<file path="src/gsw_pkg.sv">
// Purpose: constants for the general-purpose pin, strap and wake block
// Assumes: one 100 MHz clock, asynchronous active-low reset
// Notes: strap defaults apply while reset is held
package gsw_pkg;
    localparam int GSW_PIN_COUNT = 8;
    localparam int GSW_ORG_BIT = 7;
    localparam int GSW_RXADJ_HI = 6;
    localparam int GSW_RXADJ_LO = 5;
    localparam int GSW_TXADJ_HI = 4;
    localparam int GSW_TXADJ_LO = 3;
    localparam int GSW_DEQ_HI = 2;
    localparam int GSW_DEQ_LO = 0;
    localparam logic GSW_ORG_RESET = 1'h0;
    localparam logic [1:0] GSW_RXADJ_RESET = 2'h0;
    localparam logic [1:0] GSW_TXADJ_RESET = 2'h0;
    localparam logic [2:0] GSW_DEQ_RESET = 3'h4;
    localparam logic [7:0] GSW_OE_RESET = 8'h00;
    // Serial clock divider: half period in core cycles
    localparam int GSW_EE_HALF_NS = 40;
    localparam int GSW_CLK_NS = 10;
    localparam int GSW_EE_HALF_CYC = (GSW_EE_HALF_NS + GSW_CLK_NS - 1) / GSW_CLK_NS;
    typedef enum logic [1:0]
    {
        GSW_EE_IDLE = 2'b00,
        GSW_EE_SHIFT = 2'b01,
        GSW_EE_DONE = 2'b11
    } gsw_ee_state_t;
endpackage : gsw_pkg

</file>
<file path="src/gsw_sync.sv">
// Purpose: two-flop synchroniser for a bus of pin inputs
// Assumes: inputs asynchronous to clock
// Notes: first stage is read only by the second
`timescale 1ns/1ps
module gsw_sync #(
    parameter int WIDTH = 1,
    parameter logic [WIDTH-1:0] INIT = '0
) (
    input wire logic clock,
    input wire logic rst_b,
    input wire logic [WIDTH-1:0] async_in,
    output logic [WIDTH-1:0] sync_out
);
    logic [WIDTH-1:0] meta_reg;

    initial
    begin
        if (WIDTH < 1)
            $error("gsw_sync width must be positive");
    end

    always_ff @(posedge clock or negedge rst_b)
    begin
        if (!rst_b)
        begin
            meta_reg <= INIT;
            sync_out <= INIT;
        end
        else
        begin
            meta_reg <= async_in;
            sync_out <= meta_reg;
        end
    end
endmodule : gsw_sync

</file>
<file path="src/gsw_top.sv">
// Purpose: general-purpose pins, reset-time straps, wake output, EEPROM reader
// Assumes: system_reset_in_n is an asynchronous pin; rst_b is the core reset
// Notes: straps are latched on the third clock edge after system reset release (two synchroniser stages, then capture)
`timescale 1ns/1ps
//
// Function
// - Eight general-purpose pins; output-enable control makes each input-only or bidirectional.
// - Pin 7 sampled at initialization; high selects 16-bit EEPROM organization.
// - Pins 6 and 5 sampled as receive termination adjust, default 00.
// - Pins 4 and 3 sampled as transmit termination adjust, default 00.
// - Pins 2 to 0 sampled as equalization bits 3 to 1, default 100.
// - Wake output goes low on channel 0 ring indication in L2.
// - Device drives EEPROM select, clock, data out; EEPROM answers on serial input.
module gsw_top
    import gsw_pkg::*;
#(
    parameter int EE_BITS = 16
) (
    input wire logic clock,
    input wire logic rst_b,
    input wire logic system_reset_in_n,
    input wire logic [gsw_pkg::GSW_PIN_COUNT-1:0] gpio_in,
    output logic [gsw_pkg::GSW_PIN_COUNT-1:0] gpio_out,
    output logic [gsw_pkg::GSW_PIN_COUNT-1:0] gpio_oe,
    input wire logic [gsw_pkg::GSW_PIN_COUNT-1:0] gpio_out_value,
    input wire logic [gsw_pkg::GSW_PIN_COUNT-1:0] gpio_oe_value,
    input wire logic gpio_oe_write,
    output logic [gsw_pkg::GSW_PIN_COUNT-1:0] gpio_read,
    output logic eeprom_org_strap,
    output logic [1:0] rx_termination_adjust,
    output logic [1:0] tx_termination_adjust,
    output logic [2:0] driver_equalization,
    output logic straps_valid,
    input wire logic ring_indicate_ch0,
    input wire logic link_in_l2,
    output logic wake_n,
    input wire logic ee_start,
    input wire logic [7:0] ee_command,
    output logic ee_busy,
    output logic [EE_BITS-1:0] ee_data,
    output logic ee_data_valid,
    output logic eeprom_select,
    output logic eeprom_clock_out,
    output logic eeprom_serial_out,
    input wire logic eeprom_serial_in
);
    import gsw_pkg::*;

    initial
    begin
        if (EE_BITS < 2 || EE_BITS > 32)
            $error("gsw_top EE_BITS out of range");
    end

    // ----------------------------------------
    // Input synchronisers
    // ----------------------------------------
    logic [GSW_PIN_COUNT-1:0] pin_sync;
    logic [2:0] misc_sync;
    logic sysrst_sync;
    logic ring_sync;
    logic ee_in_sync;

    gsw_sync #(.WIDTH(GSW_PIN_COUNT), .INIT('0)) u_pin_sync (
        .clock(clock),
        .rst_b(rst_b),
        .async_in(gpio_in),
        .sync_out(pin_sync)
    );

    gsw_sync #(.WIDTH(3), .INIT(3'h0)) u_misc_sync (
        .clock(clock),
        .rst_b(rst_b),
        .async_in({system_reset_in_n, ring_indicate_ch0, eeprom_serial_in}),
        .sync_out(misc_sync)
    );

    assign sysrst_sync = misc_sync[2];
    assign ring_sync = misc_sync[1];
    assign ee_in_sync = misc_sync[0];

    // ----------------------------------------
    // Strap capture
    // ----------------------------------------
    logic sysrst_d_reg;
    logic strap_take;
    assign strap_take = sysrst_sync && !sysrst_d_reg;

    always_ff @(posedge clock or negedge rst_b)
    begin
        if (!rst_b)
            sysrst_d_reg <= 1'b0;
        else
            sysrst_d_reg <= sysrst_sync;
    end

    // capture on release
    // Pins forced to input while system reset held, so straps are never self-driven
    always_ff @(posedge clock or negedge rst_b)
    begin
        if (!rst_b)
        begin
            eeprom_org_strap <= GSW_ORG_RESET;
            rx_termination_adjust <= GSW_RXADJ_RESET;
            tx_termination_adjust <= GSW_TXADJ_RESET;
            driver_equalization <= GSW_DEQ_RESET;
            straps_valid <= 1'b0;
        end
        else if (!sysrst_sync)
        begin
            straps_valid <= 1'b0;
        end
        else if (strap_take)
        begin
            eeprom_org_strap <= pin_sync[GSW_ORG_BIT];
            rx_termination_adjust <= pin_sync[GSW_RXADJ_HI:GSW_RXADJ_LO];
            tx_termination_adjust <= pin_sync[GSW_TXADJ_HI:GSW_TXADJ_LO];
            driver_equalization <= pin_sync[GSW_DEQ_HI:GSW_DEQ_LO];
            straps_valid <= 1'b1;
        end
    end

    // ----------------------------------------
    // General-purpose pins
    // ----------------------------------------
    logic [GSW_PIN_COUNT-1:0] oe_reg;
    logic [GSW_PIN_COUNT-1:0] out_reg;

    always_ff @(posedge clock or negedge rst_b)
    begin
        if (!rst_b)
        begin
            oe_reg <= GSW_OE_RESET;
            out_reg <= '0;
        end
        else if (!sysrst_sync)
            oe_reg <= GSW_OE_RESET;
        else if (gpio_oe_write)
        begin
            oe_reg <= gpio_oe_value;
            out_reg <= gpio_out_value;
        end
    end

    genvar gi;
    generate
        for (gi = 0; gi < GSW_PIN_COUNT; gi++)
        begin : g_pin
            assign gpio_oe[gi] = oe_reg[gi] && straps_valid;
            assign gpio_out[gi] = out_reg[gi];
        end
    endgenerate
    assign gpio_read = pin_sync;

    // ----------------------------------------
    // Wake output
    // ----------------------------------------
    logic wake_reg;
    // ring in L2 pulls wake low; held while both stand
    always_ff @(posedge clock or negedge rst_b)
    begin
        if (!rst_b)
            wake_reg <= 1'b0;
        else
            wake_reg <= ring_sync && link_in_l2;
    end
    assign wake_n = !wake_reg;

    // ----------------------------------------
    // EEPROM serial reader
    // ----------------------------------------
    localparam int EE_TOTAL = 8 + EE_BITS;
    gsw_ee_state_t ee_state_reg;
    logic [5:0] ee_bit_reg;
    logic [7:0] ee_div_reg;
    logic [7:0] ee_cmd_reg;
    logic [EE_BITS-1:0] ee_shift_reg;
    logic ee_clk_reg;
    logic ee_tick;
    logic ee_rise;
    logic ee_last;
    assign ee_tick = (ee_div_reg == 8'(GSW_EE_HALF_CYC - 1));
    assign ee_rise = ee_tick && !ee_clk_reg;
    assign ee_last = ee_tick && ee_clk_reg && (ee_bit_reg == 6'(EE_TOTAL - 1));

    always_ff @(posedge clock or negedge rst_b)
    begin
        if (!rst_b)
        begin
            ee_state_reg <= GSW_EE_IDLE;
            ee_bit_reg <= 6'h0;
            ee_div_reg <= 8'h00;
            ee_cmd_reg <= 8'h00;
            ee_shift_reg <= '0;
            ee_clk_reg <= 1'b0;
            ee_data_valid <= 1'b0;
            ee_data <= '0;
        end
        else
        begin
            ee_data_valid <= 1'b0;
            case (ee_state_reg)
                GSW_EE_IDLE:
                begin
                    ee_div_reg <= 8'h00;
                    ee_bit_reg <= 6'h0;
                    ee_clk_reg <= 1'b0;
                    if (ee_start && straps_valid)
                    begin
                        ee_cmd_reg <= ee_command;
                        ee_state_reg <= GSW_EE_SHIFT;
                    end
                end
                GSW_EE_SHIFT:
                begin
                    ee_div_reg <= ee_tick ? 8'h00 : ee_div_reg + 8'h01;
                    if (ee_tick)
                        ee_clk_reg <= !ee_clk_reg;
                    if (ee_rise && ee_bit_reg >= 6'h8)
                        ee_shift_reg <= {ee_shift_reg[EE_BITS-2:0], ee_in_sync};
                    if (ee_tick && ee_clk_reg)
                    begin
                        ee_bit_reg <= ee_bit_reg + 6'h1;
                        if (ee_bit_reg < 6'h8)
                            ee_cmd_reg <= {ee_cmd_reg[6:0], 1'b0};
                    end
                    if (ee_last)
                        ee_state_reg <= GSW_EE_DONE;
                end
                GSW_EE_DONE:
                begin
                    ee_data <= ee_shift_reg;
                    ee_data_valid <= 1'b1;
                    ee_state_reg <= GSW_EE_IDLE;
                end
                default: ee_state_reg <= GSW_EE_IDLE;
            endcase
        end
    end

    assign ee_busy = (ee_state_reg != GSW_EE_IDLE);
    assign eeprom_select = (ee_state_reg == GSW_EE_SHIFT);
    assign eeprom_clock_out = ee_clk_reg;
    assign eeprom_serial_out = ee_cmd_reg[7];
endmodule : gsw_top
</file>
<file path="config.mk">
export PLATFORM = sky130hd
export DESIGN_NAME = gsw_top
export DESIGN_NICKNAME = d
export VERILOG_FILES = /design/src/gsw_pkg.sv /design/src/gsw_sync.sv /design/src/gsw_top.sv
export SDC_FILE = /design/constraint.sdc
export NUM_CORES = 1
export LEC_CHECK = 0
export BUFFER_PORTS_ARGS = -buffer_cell sky130_fd_sc_hd__buf_2
export CORE_ASPECT_RATIO = 1.2
export CORE_MARGIN = 2
export CORE_UTILIZATION = 30
export CTS_CLUSTER_SIZE = 8
export DETAILED_ROUTE_END_ITERATION = 7
export GPL_TIMING_DRIVEN = 1
export PLACE_DENSITY = 0.47
export SLEW_MARGIN = 0
export SYNTH_ARGS = -nofsm -noshare
export SYNTH_HDL_FRONTEND = slang
export SYNTH_SLANG_ARGS = --single-unit
</file>
<file path="constraint.sdc">
create_clock -name clock -period 6.08 [get_ports clock]
set_clock_uncertainty 0.15 [all_clocks]
set_input_delay 0.304 -clock clock [delete_from_list [all_inputs] [get_ports clock]]
set_output_delay 0.304 -clock clock [all_outputs]
set_load 0.01 [all_outputs]
</file>
# Yosys cells after proc, flatten, opt, wreduce, memory -nomap -nowiden
# Index checks and enable logic that the tools add are counted.
[classes] n_addsub=2 multipliers=0 n_div=0 order_cmp=2 n_eq_ne=11 shifts=0 mux=18 n_bitwise=0 reduce_logical=28
[op_table] operator="two-way mux 8 bit" n=6
[op_table] operator="one-hot mux 8 bit (2 select lines)" n=2
[op_table] operator="logical AND 1 bit" n=15
[op_table] operator="one-hot mux 6 bit (2 select lines)" n=1
[op_table] operator="AND reduction 2 bit" n=6
[op_table] operator="adder 8 x 1 -> 8 bit (second input constant)" n=1
[op_table] operator="== test 8 x 2 -> 1 bit (second input constant)" n=1
[op_table] operator="inequality test 2 x 1 -> 1 bit (second input constant)" n=4
[op_table] operator="adder 6 x 1 -> 6 bit (second input constant)" n=1
[op_table] operator="== test 6 x 5 -> 1 bit (second input constant)" n=1
[op_table] operator="greater-or-equal comparator 6 x 4 -> 1 bit (second input constant)" n=1
[op_table] operator="less-than comparator 6 x 4 -> 1 bit (second input constant)" n=1
[op_table] operator="two-way mux 6 bit" n=1
[op_table] operator="inequality test 2 bit (second input constant)" n=3
[op_table] operator="two-way mux 1 bit" n=4
[op_table] operator="two-way mux 2 bit" n=2
[op_table] operator="one-hot mux 2 bit (2 select lines)" n=1
[op_table] operator="AND reduction 4 bit" n=1
[op_table] operator="nonzero test 2 bit" n=2
[op_table] operator="logical NOT 1 bit" n=3
[op_table] operator="== test 2 x 1 -> 1 bit (second input constant)" n=1
[op_table] operator="== test 2 bit (second input constant)" n=1
[op_table] operator="logical NOT 2 bit" n=1
[op_table] operator="one-hot mux 1 bit (2 select lines)" n=1
[totals] register_bits=107 latchBits=0 mem_bits_rw=0 rom_bits=0 input_bits=40 out_inout_bits=55 wordCells=82 memories=0

# Longest topological paths before layout
# Gate-level depths: netlist of the first run.
[logic_depth] ltp_word=5 mapped_depth=7 ltp_nobuf=5

# Modules after synthesis
# Synthesis of the first run repeated with hierarchy kept, for this count alone.
[hier_totals] cells_unflattened=320 hier_area_um2=4249.1
[modules_own_cells] mod="gsw_top" instances=1 cells_per_inst=298 area_each_um2=3698.5 seq_area_each_um2=2128.3
[modules_own_cells] mod="gsw_sync at u_pin_sync" instances=1 cells_per_inst=16 area_each_um2=400.4 seq_area_each_um2=400.4
[modules_own_cells] mod="gsw_sync at u_misc_sync" instances=1 cells_per_inst=6 area_each_um2=150.1 seq_area_each_um2=150.1

# Worst setup path before layout of the first run
# Ideal clock, no wire load.
[synth_timing] kind="register to register" startpoint="reg ee_div_reg[0]" endpoint="reg ee_shift_reg[0]" setup_time_ns=0.125 arrival_time_ns=1.966 required_ns=5.805 setup_slack_ns=3.839 stages_incl_launch_ff=8 path_buffers=2 period_less_slack_ns=2.241 cell_sequence="dfrtp_1 > ha_1 > nor3b_2 > nand2_2 > or4_4 > buf_6 > buf_12 > mux2_4"
[synth_between] elab_chain_len=4
[synth_lines] item="start: declaration" line="gsw_top.sv:175" text="logic [7:0] ee_div_reg;"
[synth_lines] item="start signal: assignment" line="gsw_top.sv:216" text="ee_div_reg <= ee_tick ? 8'h00 : ee_div_reg + 8'h01;"
[synth_lines] item="== test 8 x 2 -> 1 bit" line="gsw_top.sv:182" text="assign ee_tick = (ee_div_reg == 8'(GSW_EE_HALF_CYC - 1));"
[synth_lines] item="logical AND 1 bit" line="gsw_top.sv:183" text="assign ee_rise = ee_tick && !ee_clk_reg;"
[synth_lines] item="logical AND 1 bit" line="gsw_top.sv:219" text="if (ee_rise && ee_bit_reg >= 6'h8)"
[synth_lines] item="AND reduction 2 bit (no source line)"
[synth_lines] item="end signal: assignment" line="gsw_top.sv:220" text="ee_shift_reg <= {ee_shift_reg[EE_BITS-2:0], ee_in_sync};"
[synth_lines] item="end: declaration" line="gsw_top.sv:177" text="logic [EE_BITS-1:0] ee_shift_reg;"
# Every way passes these cells.
# A chain may end at the register's enable or synchronous reset.

# Worst setup path after layout of the first run
[layout_timing] startpoint="reg ee_state_reg[1]" endpoint="out eeprom_select"
[layout_between] elab_chain_len=1
[layout_lines] item="start: declaration" line="gsw_top.sv:173" text="gsw_ee_state_t ee_state_reg;"
[layout_lines] item="start signal: assignment" line="gsw_top.sv:190" text="ee_state_reg <= GSW_EE_IDLE;"
[layout_lines] item="start signal: assignment" line="gsw_top.sv:211" text="ee_state_reg <= GSW_EE_SHIFT;"
[layout_lines] item="start signal: assignment" line="gsw_top.sv:228" text="ee_state_reg <= GSW_EE_DONE;"
[layout_lines] item="== test 2 x 1 -> 1 bit" line="gsw_top.sv:242" text="assign eeprom_select = (ee_state_reg == GSW_EE_SHIFT);"
[layout_lines] item="end: declaration" line="gsw_top.sv:42" text="output logic eeprom_select,"
# Every way passes these cells.

==> impl_metrics.ini, run 1 <==
[logic_synthesis]
synth_top_area_share_pct = 62.5
synth_edf_count = 0
synth_area_um2 = 4250
ys.warnings.count = 0
synthSimpleGateAreaFrac_pct = 11.3
yosys_register_bits = 107
synthMuxAreaShare_pct = 18.4
synthFlopType = dfrtp_1
synth.avg_cell_area_um2 = 13.7
synth_top_area_cell = dfrtp_1
yosysSeqAreaShare_pct = 63.1
synth_xor_xnor_area_share_pct = 1.03
syn_inst = 309
netlist_top_cells_area = dfrtp_1, mux2_2, mux2_4
synth-compound-area-share_pct = 2.95
postSynth.asyncResetShare_pct = 100
synth.distinct_cells = 42
synth_top_family_by_area = multiplexers
syn_nets = 352
synth_fa_ha_area_share_pct = 0.884

[sta]
period_share_pct = 45.2
max_freq_ghz = 0.364
fin_setup_tns_ps = 0
hold_viol = 0
tightest_slew_ps = 787
fin_crit_ps = 2750
slew-limit-headroom_pct = 47.4
rsz0062_at_grt = false
drv_slew = 0
setup_viol = 0

[clock_network]
clockBufferDepth = 2
cts_tree = yes
path_clk_slew_ps = 70
htreeDepth = 3
cts_buffers = 9
cts_resized = 0
clk-insertion-delay-late_ps = 350
cts.sinks = 107
clock-root-buffer = clkbuf_16

[place]
postPlaceCellArea_um2 = 4870
place_congestion = 0.703
hpwl_um = 5420
numPortBuffers = 94
dp.cells = 562

[drt]
detail_route.wl_per_cell_um = 13.5
drt-pass1-iter-count = 4
drtAntennaViolNets = 0
wl_um = 7960
first_iter_violations = 91
vias_per_cell = 4.50
via_count = 2656
remaining_drc_errors = 0

[final_layout]
fill_cells = 1357
final_cells = 590
finish.instance_area_um2 = 5280
layout-drive-gt1-share_pct = 41.8
areaGrowthSynthToFinish_pct = 24.2
fin_nets = 458
antennaDiodeCount = 0
finish.utilization_pct = 38.2

[setup_path]
cp-start-kind = flip-flop
crit_path_max_fanout = 22
crit_arrival_ps = 2290
cp.required_ps = 5630
critPathLaunch = ee_state_reg[1]$_DFFE_PN0P_
crit_type = flip-flop to output port
end_kind = output port
timing.reg2reg.setup_slack_ps = 3480
rr_endpoint = ee_cmd_reg[4]$_DFFE_PN0P_
rr_worst_depth = 4
r2r-start = ee_state_reg[1]$_DFFE_PN0P_

[power]
cellLeakagePower_nw = 2.68
pwr_density_cell_nw_per_um2 = 316
fin_total_pwr_mw = 1.67
ir_drop_v = 0.000181

[global_route]
grt_pass1_vias = 2696
grt_first_pass_wirelength_um = 13400
antenna_found_initial = 0
track_usage_pct = 11.2
gr-total-overflow = 0
grt_start_max_net_pins = 59

[floorplanning]
core-area_um2 = 13800
dieArea_um2 = 15100
start_util_pct = 30.7
die-height_um = 134
rows = 47
ioPinCount = 95
die_w_um = 113

[worst_hold_path]
holdPathEnd = gpio_out[6]$_DFFE_PN0P_
hold_depth = 2
hold_path_startpoint = gpio_out_value[6]
min_path_type = input pin to flip-flop

[outcome]
outcome = finished clean

[flow_run]
maxCapViolCount = 0
==> synth_stat cells, types with 2 or more instances <==
| cell | count |
|---|---|
| nor2b_1 | 10 |
| xor2_1 | 3 |
| and2_1 | 9 |
| clkbuf_1 | 10 |
| a22o_1 | 2 |
| and3_1 | 5 |
| nor2_1 | 11 |
| xnor2_1 | 2 |
| mux2_2 | 48 |
| a21oi_1 | 2 |
| o21ai_0 | 3 |
| nand3_1 | 7 |
| nor3_1 | 2 |
| nand2_1 | 33 |
| ha_1 | 3 |
| mux2i_1 | 9 |
| o311ai_0 | 3 |
| mux2_4 | 10 |
| nand4_1 | 3 |
| inv_1 | 7 |
| dfrtp_1 | 106 |
==> through the flow <==
| step | hold WS, ps | worst slack, ps |
|---|---|---|
| after floorplan | -142 | 3840 |
| after global placement | 181 | 3550 |
| after CTS | 19.9 | 3300 |
| after global routing | 27.5 | 3060 |
| final | 34.5 | 3330 |
| after detailed placement | 186 | 3470 |
==> cells by family (layout without fill, tap and decap cells) <==
kind of cell             Yosys count  count (layout)
flip-flops                       107             107
adder cells (fa/ha/maj)            3               3
buffers and inverters             21             131
AND/OR/NAND/NOR                   90              90
XOR/XNOR                           5               5
multiplexers                      67              67
AO/OA/AOI/OAI                     16              16
==> worst max-delay path by stage <==
stage,endpoint,slack [ps],cells after the start
2_1_floorplan,ee_shift_reg[0]$_DFFE_PN0P_,3840,7
3_3_place_gp,ee_cmd_reg[7]$_DFFE_PN0P_,3550,4
3_5_place_dp,ee_cmd_reg[6]$_DFFE_PN0P_,3470,4
4_1_cts,eeprom_select,3300,3
5_1_grt,eeprom_select,3060,3
6_report,eeprom_select,3330,3
==> timing repair <==
| item | 4_1_cts | 5_1_grt |
|---|---|---|
| buffers inserted | 0 | 0 |
| setup endpoints to repair | 0 | 0 |
| hold buffers | 13 | 0 |
| hold endpoints to repair | 61 | 0 |
==> area by class of cell <==
cell class | instances | area, um2 | share of cell area [%]
clock buffer | 11 | 243 | 4.60
clock inverter | 4 | 35.0 | 0.664
inverter | 8 | 30.0 | 0.569
multi-input combinational | 181 | 1470 | 27.8
sequential | 107 | 2680 | 50.8
tap | 171 | 214 | 4.06
timing repair buffer | 108 | 611 | 11.6
==> cells in the final DEF (no fill, tap or decap), types with 5 or more instances in the layout <==
| cell type | count |
|---|---|
| clkbuf_16 | 9 |
| nor2_1 | 11 |
| buf_2 | 93 |
| mux2_4 | 10 |
| nor2b_1 | 10 |
| dlygate4sd3_1 | 13 |
| and3_1 | 5 |
| inv_1 | 7 |
| nand2_1 | 33 |
| mux2i_1 | 9 |
| dfrtp_1 | 106 |
| nand3_1 | 7 |
| mux2_2 | 48 |
| and2_1 | 9 |
==> report_power, final <==
group / switching (mW) / leakage (nW) / internal (mW)
logic: 0.125 / 1.18 / 0.135
clock network: 0.259 / 0.130 / 0.291
registers: 0.0665 / 1.37 / 0.792
==> metal layers <==
metal / routed length [um] / track usage [%] / up-vias
li1: - / - / 1270
met1: 3610 / 14.3 / 1297
met2: 3640 / 17.0 / 78
met3: 507 / 3.12 / 11
met4: 204 / 6.78 / 0
met5: 0 / 0 / -
==> worst max-delay path, stage by stage, from the launching register on <==
cell	delay (ps)
dfrtp_1	730
nand2b_1	550
clkinv_1	410
buf_2	250
Power figures use the tool's default switching activity.
==> run 2, diff against run 1 <==
Settings changed: ABC_AREA from default to 1.
Clock period 6.08 ns to 2.6 ns, I/O delays scaled along.
==> run 2 against run 1 <==
Compared with the run above:
- clock-buffer cell count fell by 2
- non-clock buffer count rose by 31
- via count rose by 17%
- cell count rose by 25%
- synthesized cell count rose by 36%
- combinational power fell by 2%
- register-to-register slack got worse by 2800 ps
- flip-flop and latch count did not move
- clock power rose by 150%
==> impl_metrics.ini, run 2 <==
[power]
cellLeakagePower_nw = 2.87
ir_drop_v = 0.000263
pwr_density_cell_nw_per_um2 = 593
fin_total_pwr_mw = 3.38

[drt]
wl_um = 8770
drtAntennaViolNets = 0
drt-pass1-iter-count = 4
remaining_drc_errors = 0
vias_per_cell = 4.23
first_iter_violations = 129
detail_route.wl_per_cell_um = 11.9
via_count = 3111

[setup_path]
crit_arrival_ps = 2020
crit_path_max_fanout = 32
cp-start-kind = flip-flop
end_kind = flip-flop
cp.required_ps = 2670
crit_type = flip-flop to flip-flop

[clock_network]
path_clk_slew_ps = 70
clock-root-buffer = clkbuf_16
clk-insertion-delay-late_ps = 340
htreeDepth = 3
cts_tree = yes
post-cts-setup-buffer-count = 0
cts.sinks = 107
cts_buffers = 9
clockBufferDepth = 2

[final_layout]
mostFrequentLayoutCell = nand2_1
final_cells = 736
antennaDiodeCount = 0
fin_nets = 599
areaGrowthSynthToFinish_pct = 31.0
final_cell_mix = nand2_1, dfrtp_1, buf_2, inv_1, dlygate4sd3_1
layout-drive-gt1-share_pct = 29.1
finish.utilization_pct = 39.9

[logic_synthesis]
synth_xor_xnor_area_share_pct = 1.41
synth.avg_cell_area_um2 = 10.4
synth-compound-area-share_pct = 7.62
synthFlopType = dfrtp_1
synth_commonest_cells = nand2_1, dfrtp_1, inv_1, o21ai_0, nand3_1
synthSimpleGateAreaFrac_pct = 17.7
synth_edf_count = 0
syn_inst = 420
synth_fa_ha_area_share_pct = 0.862
yosysSeqAreaShare_pct = 61.5
synth_top_family_by_area = simple AND/OR/NAND/NOR gates
netlist_top_cells_area = dfrtp_1, nand2_1, inv_1
synth.distinct_cells = 33
synth_area_um2 = 4350
postSynth.asyncResetShare_pct = 100
synth_top_area_cell = dfrtp_1
yosys_register_bits = 107
synth.most_common_cell = nand2_1
synthMuxAreaShare_pct = 4.14
syn_nets = 463
synth_top_area_share_pct = 60.9
ys.warnings.count = 0

[place]
place_congestion = 0.767
hpwl_um = 5860
dp.cells = 677
numPortBuffers = 94

[floorplanning]
rows = 48
dieArea_um2 = 15500
ioPinCount = 95
start_util_pct = 30.5
core-area_um2 = 14300
die_w_um = 114
die-height_um = 136

[global_route]
gr-total-overflow = 0
grt_start_max_net_pins = 108
grt_first_pass_wirelength_um = 14800
grt_pass1_vias = 3106
antenna_found_initial = 0
track_usage_pct = 12.2

[sta]
rsz0062_at_grt = false
fin_crit_ps = 1940
slew-limit-headroom_pct = 61.4
fin_setup_tns_ps = 0
hold_viol = 0
setup_viol = 0
period_share_pct = 74.7
max_freq_ghz = 0.515
tightest_slew_ps = 579
drv_slew = 0
hold_ws_ps = 28.7

[worst_hold_path]
min_path_type = input pin to flip-flop

[outcome]
outcome = finished clean

[flow_run]
maxCapViolCount = 0
[run 2: path summary, 6_finish.rpt]
kind	startpoint	endpoint	slack [ps]	depth (start not counted)
max	ee_state_reg[1]$_DFFE_PN0P_	ee_shift_reg[0]$_DFFE_PN0P_	660	4
max in group asynchronous	rst_b	ee_div_reg[6]$_DFFE_PN0P_	1610	3
max reg2reg	ee_state_reg[1]$_DFFE_PN0P_	ee_shift_reg[0]$_DFFE_PN0P_	660	4
min reg2reg	u_pin_sync.meta_reg[3]$_DFF_PN0_	u_pin_sync.sync_out[3]$_DFF_PN0_	200	0
min in group asynchronous	rst_b	u_pin_sync.meta_reg[0]$_DFF_PN0_	230	3
min	ee_command[1]	ee_cmd_reg[1]$_DFFE_PN0P_	30	5
[run 2: timing repair]
item | 4_1_cts | 5_1_grt
gates resized for setup | 0 | 0
hold endpoints to repair | 140 | 0
hold buffers | 43 | 0
[run 2: through the flow]
stage / setup slack (ps) / instance area [um2]
floorplan: 1180 / 4350
global route: 490 / 5700
global placement: 715 / 4970
finish: 657 / 5700
detailed placement: 643 / 4970
CTS: 635 / 5700
[run 2: final cells by class]
type | instances | area (um2)
fill | 1434 | 8590
sequential | 107 | 2680
multi-input combinational | 247 | 1380
timing repair buffer | 139 | 931
clock buffer | 9 | 225
tap | 175 | 219
inverter | 52 | 195
clock inverter | 7 | 75.1
[run 2: per-layer routing]
layer / wire [um] / global-route usage, % / part of all wire, %
met5: 0 / 0 / 0
met4: 155 / 5.22 / 1.8
met3: 433 / 3.57 / 4.9
met2: 4260 / 20.0 / 49
met1: 3930 / 15.0 / 45
[run 2: logic make-up after synthesis]
| group | after synthesis |
|---|---|
| adder cells (fa/ha/maj) | 3 |
| XOR/XNOR | 7 |
| flip-flops | 107 |
| buffers and inverters | 66 |
| AND/OR/NAND/NOR | 170 |
| multiplexers | 16 |
| AO/OA/AOI/OAI | 51 |
[run 2: power by group]
| part | switching, mW | internal [mW] | leakage (nW) |
|---|---|---|---|
| Clock | 0.615 | 0.753 | 0.144 |
| Combinational | 0.119 | 0.135 | 1.35 |
| Sequential | 0.0311 | 1.73 | 1.38 |
[run 2: critical path, stage by stage (launching register included)]
cell	delay [ps]
dfrtp_1	540
nor2_8	340
nand4_4	490
nand2_1	230
o21ai_2	70
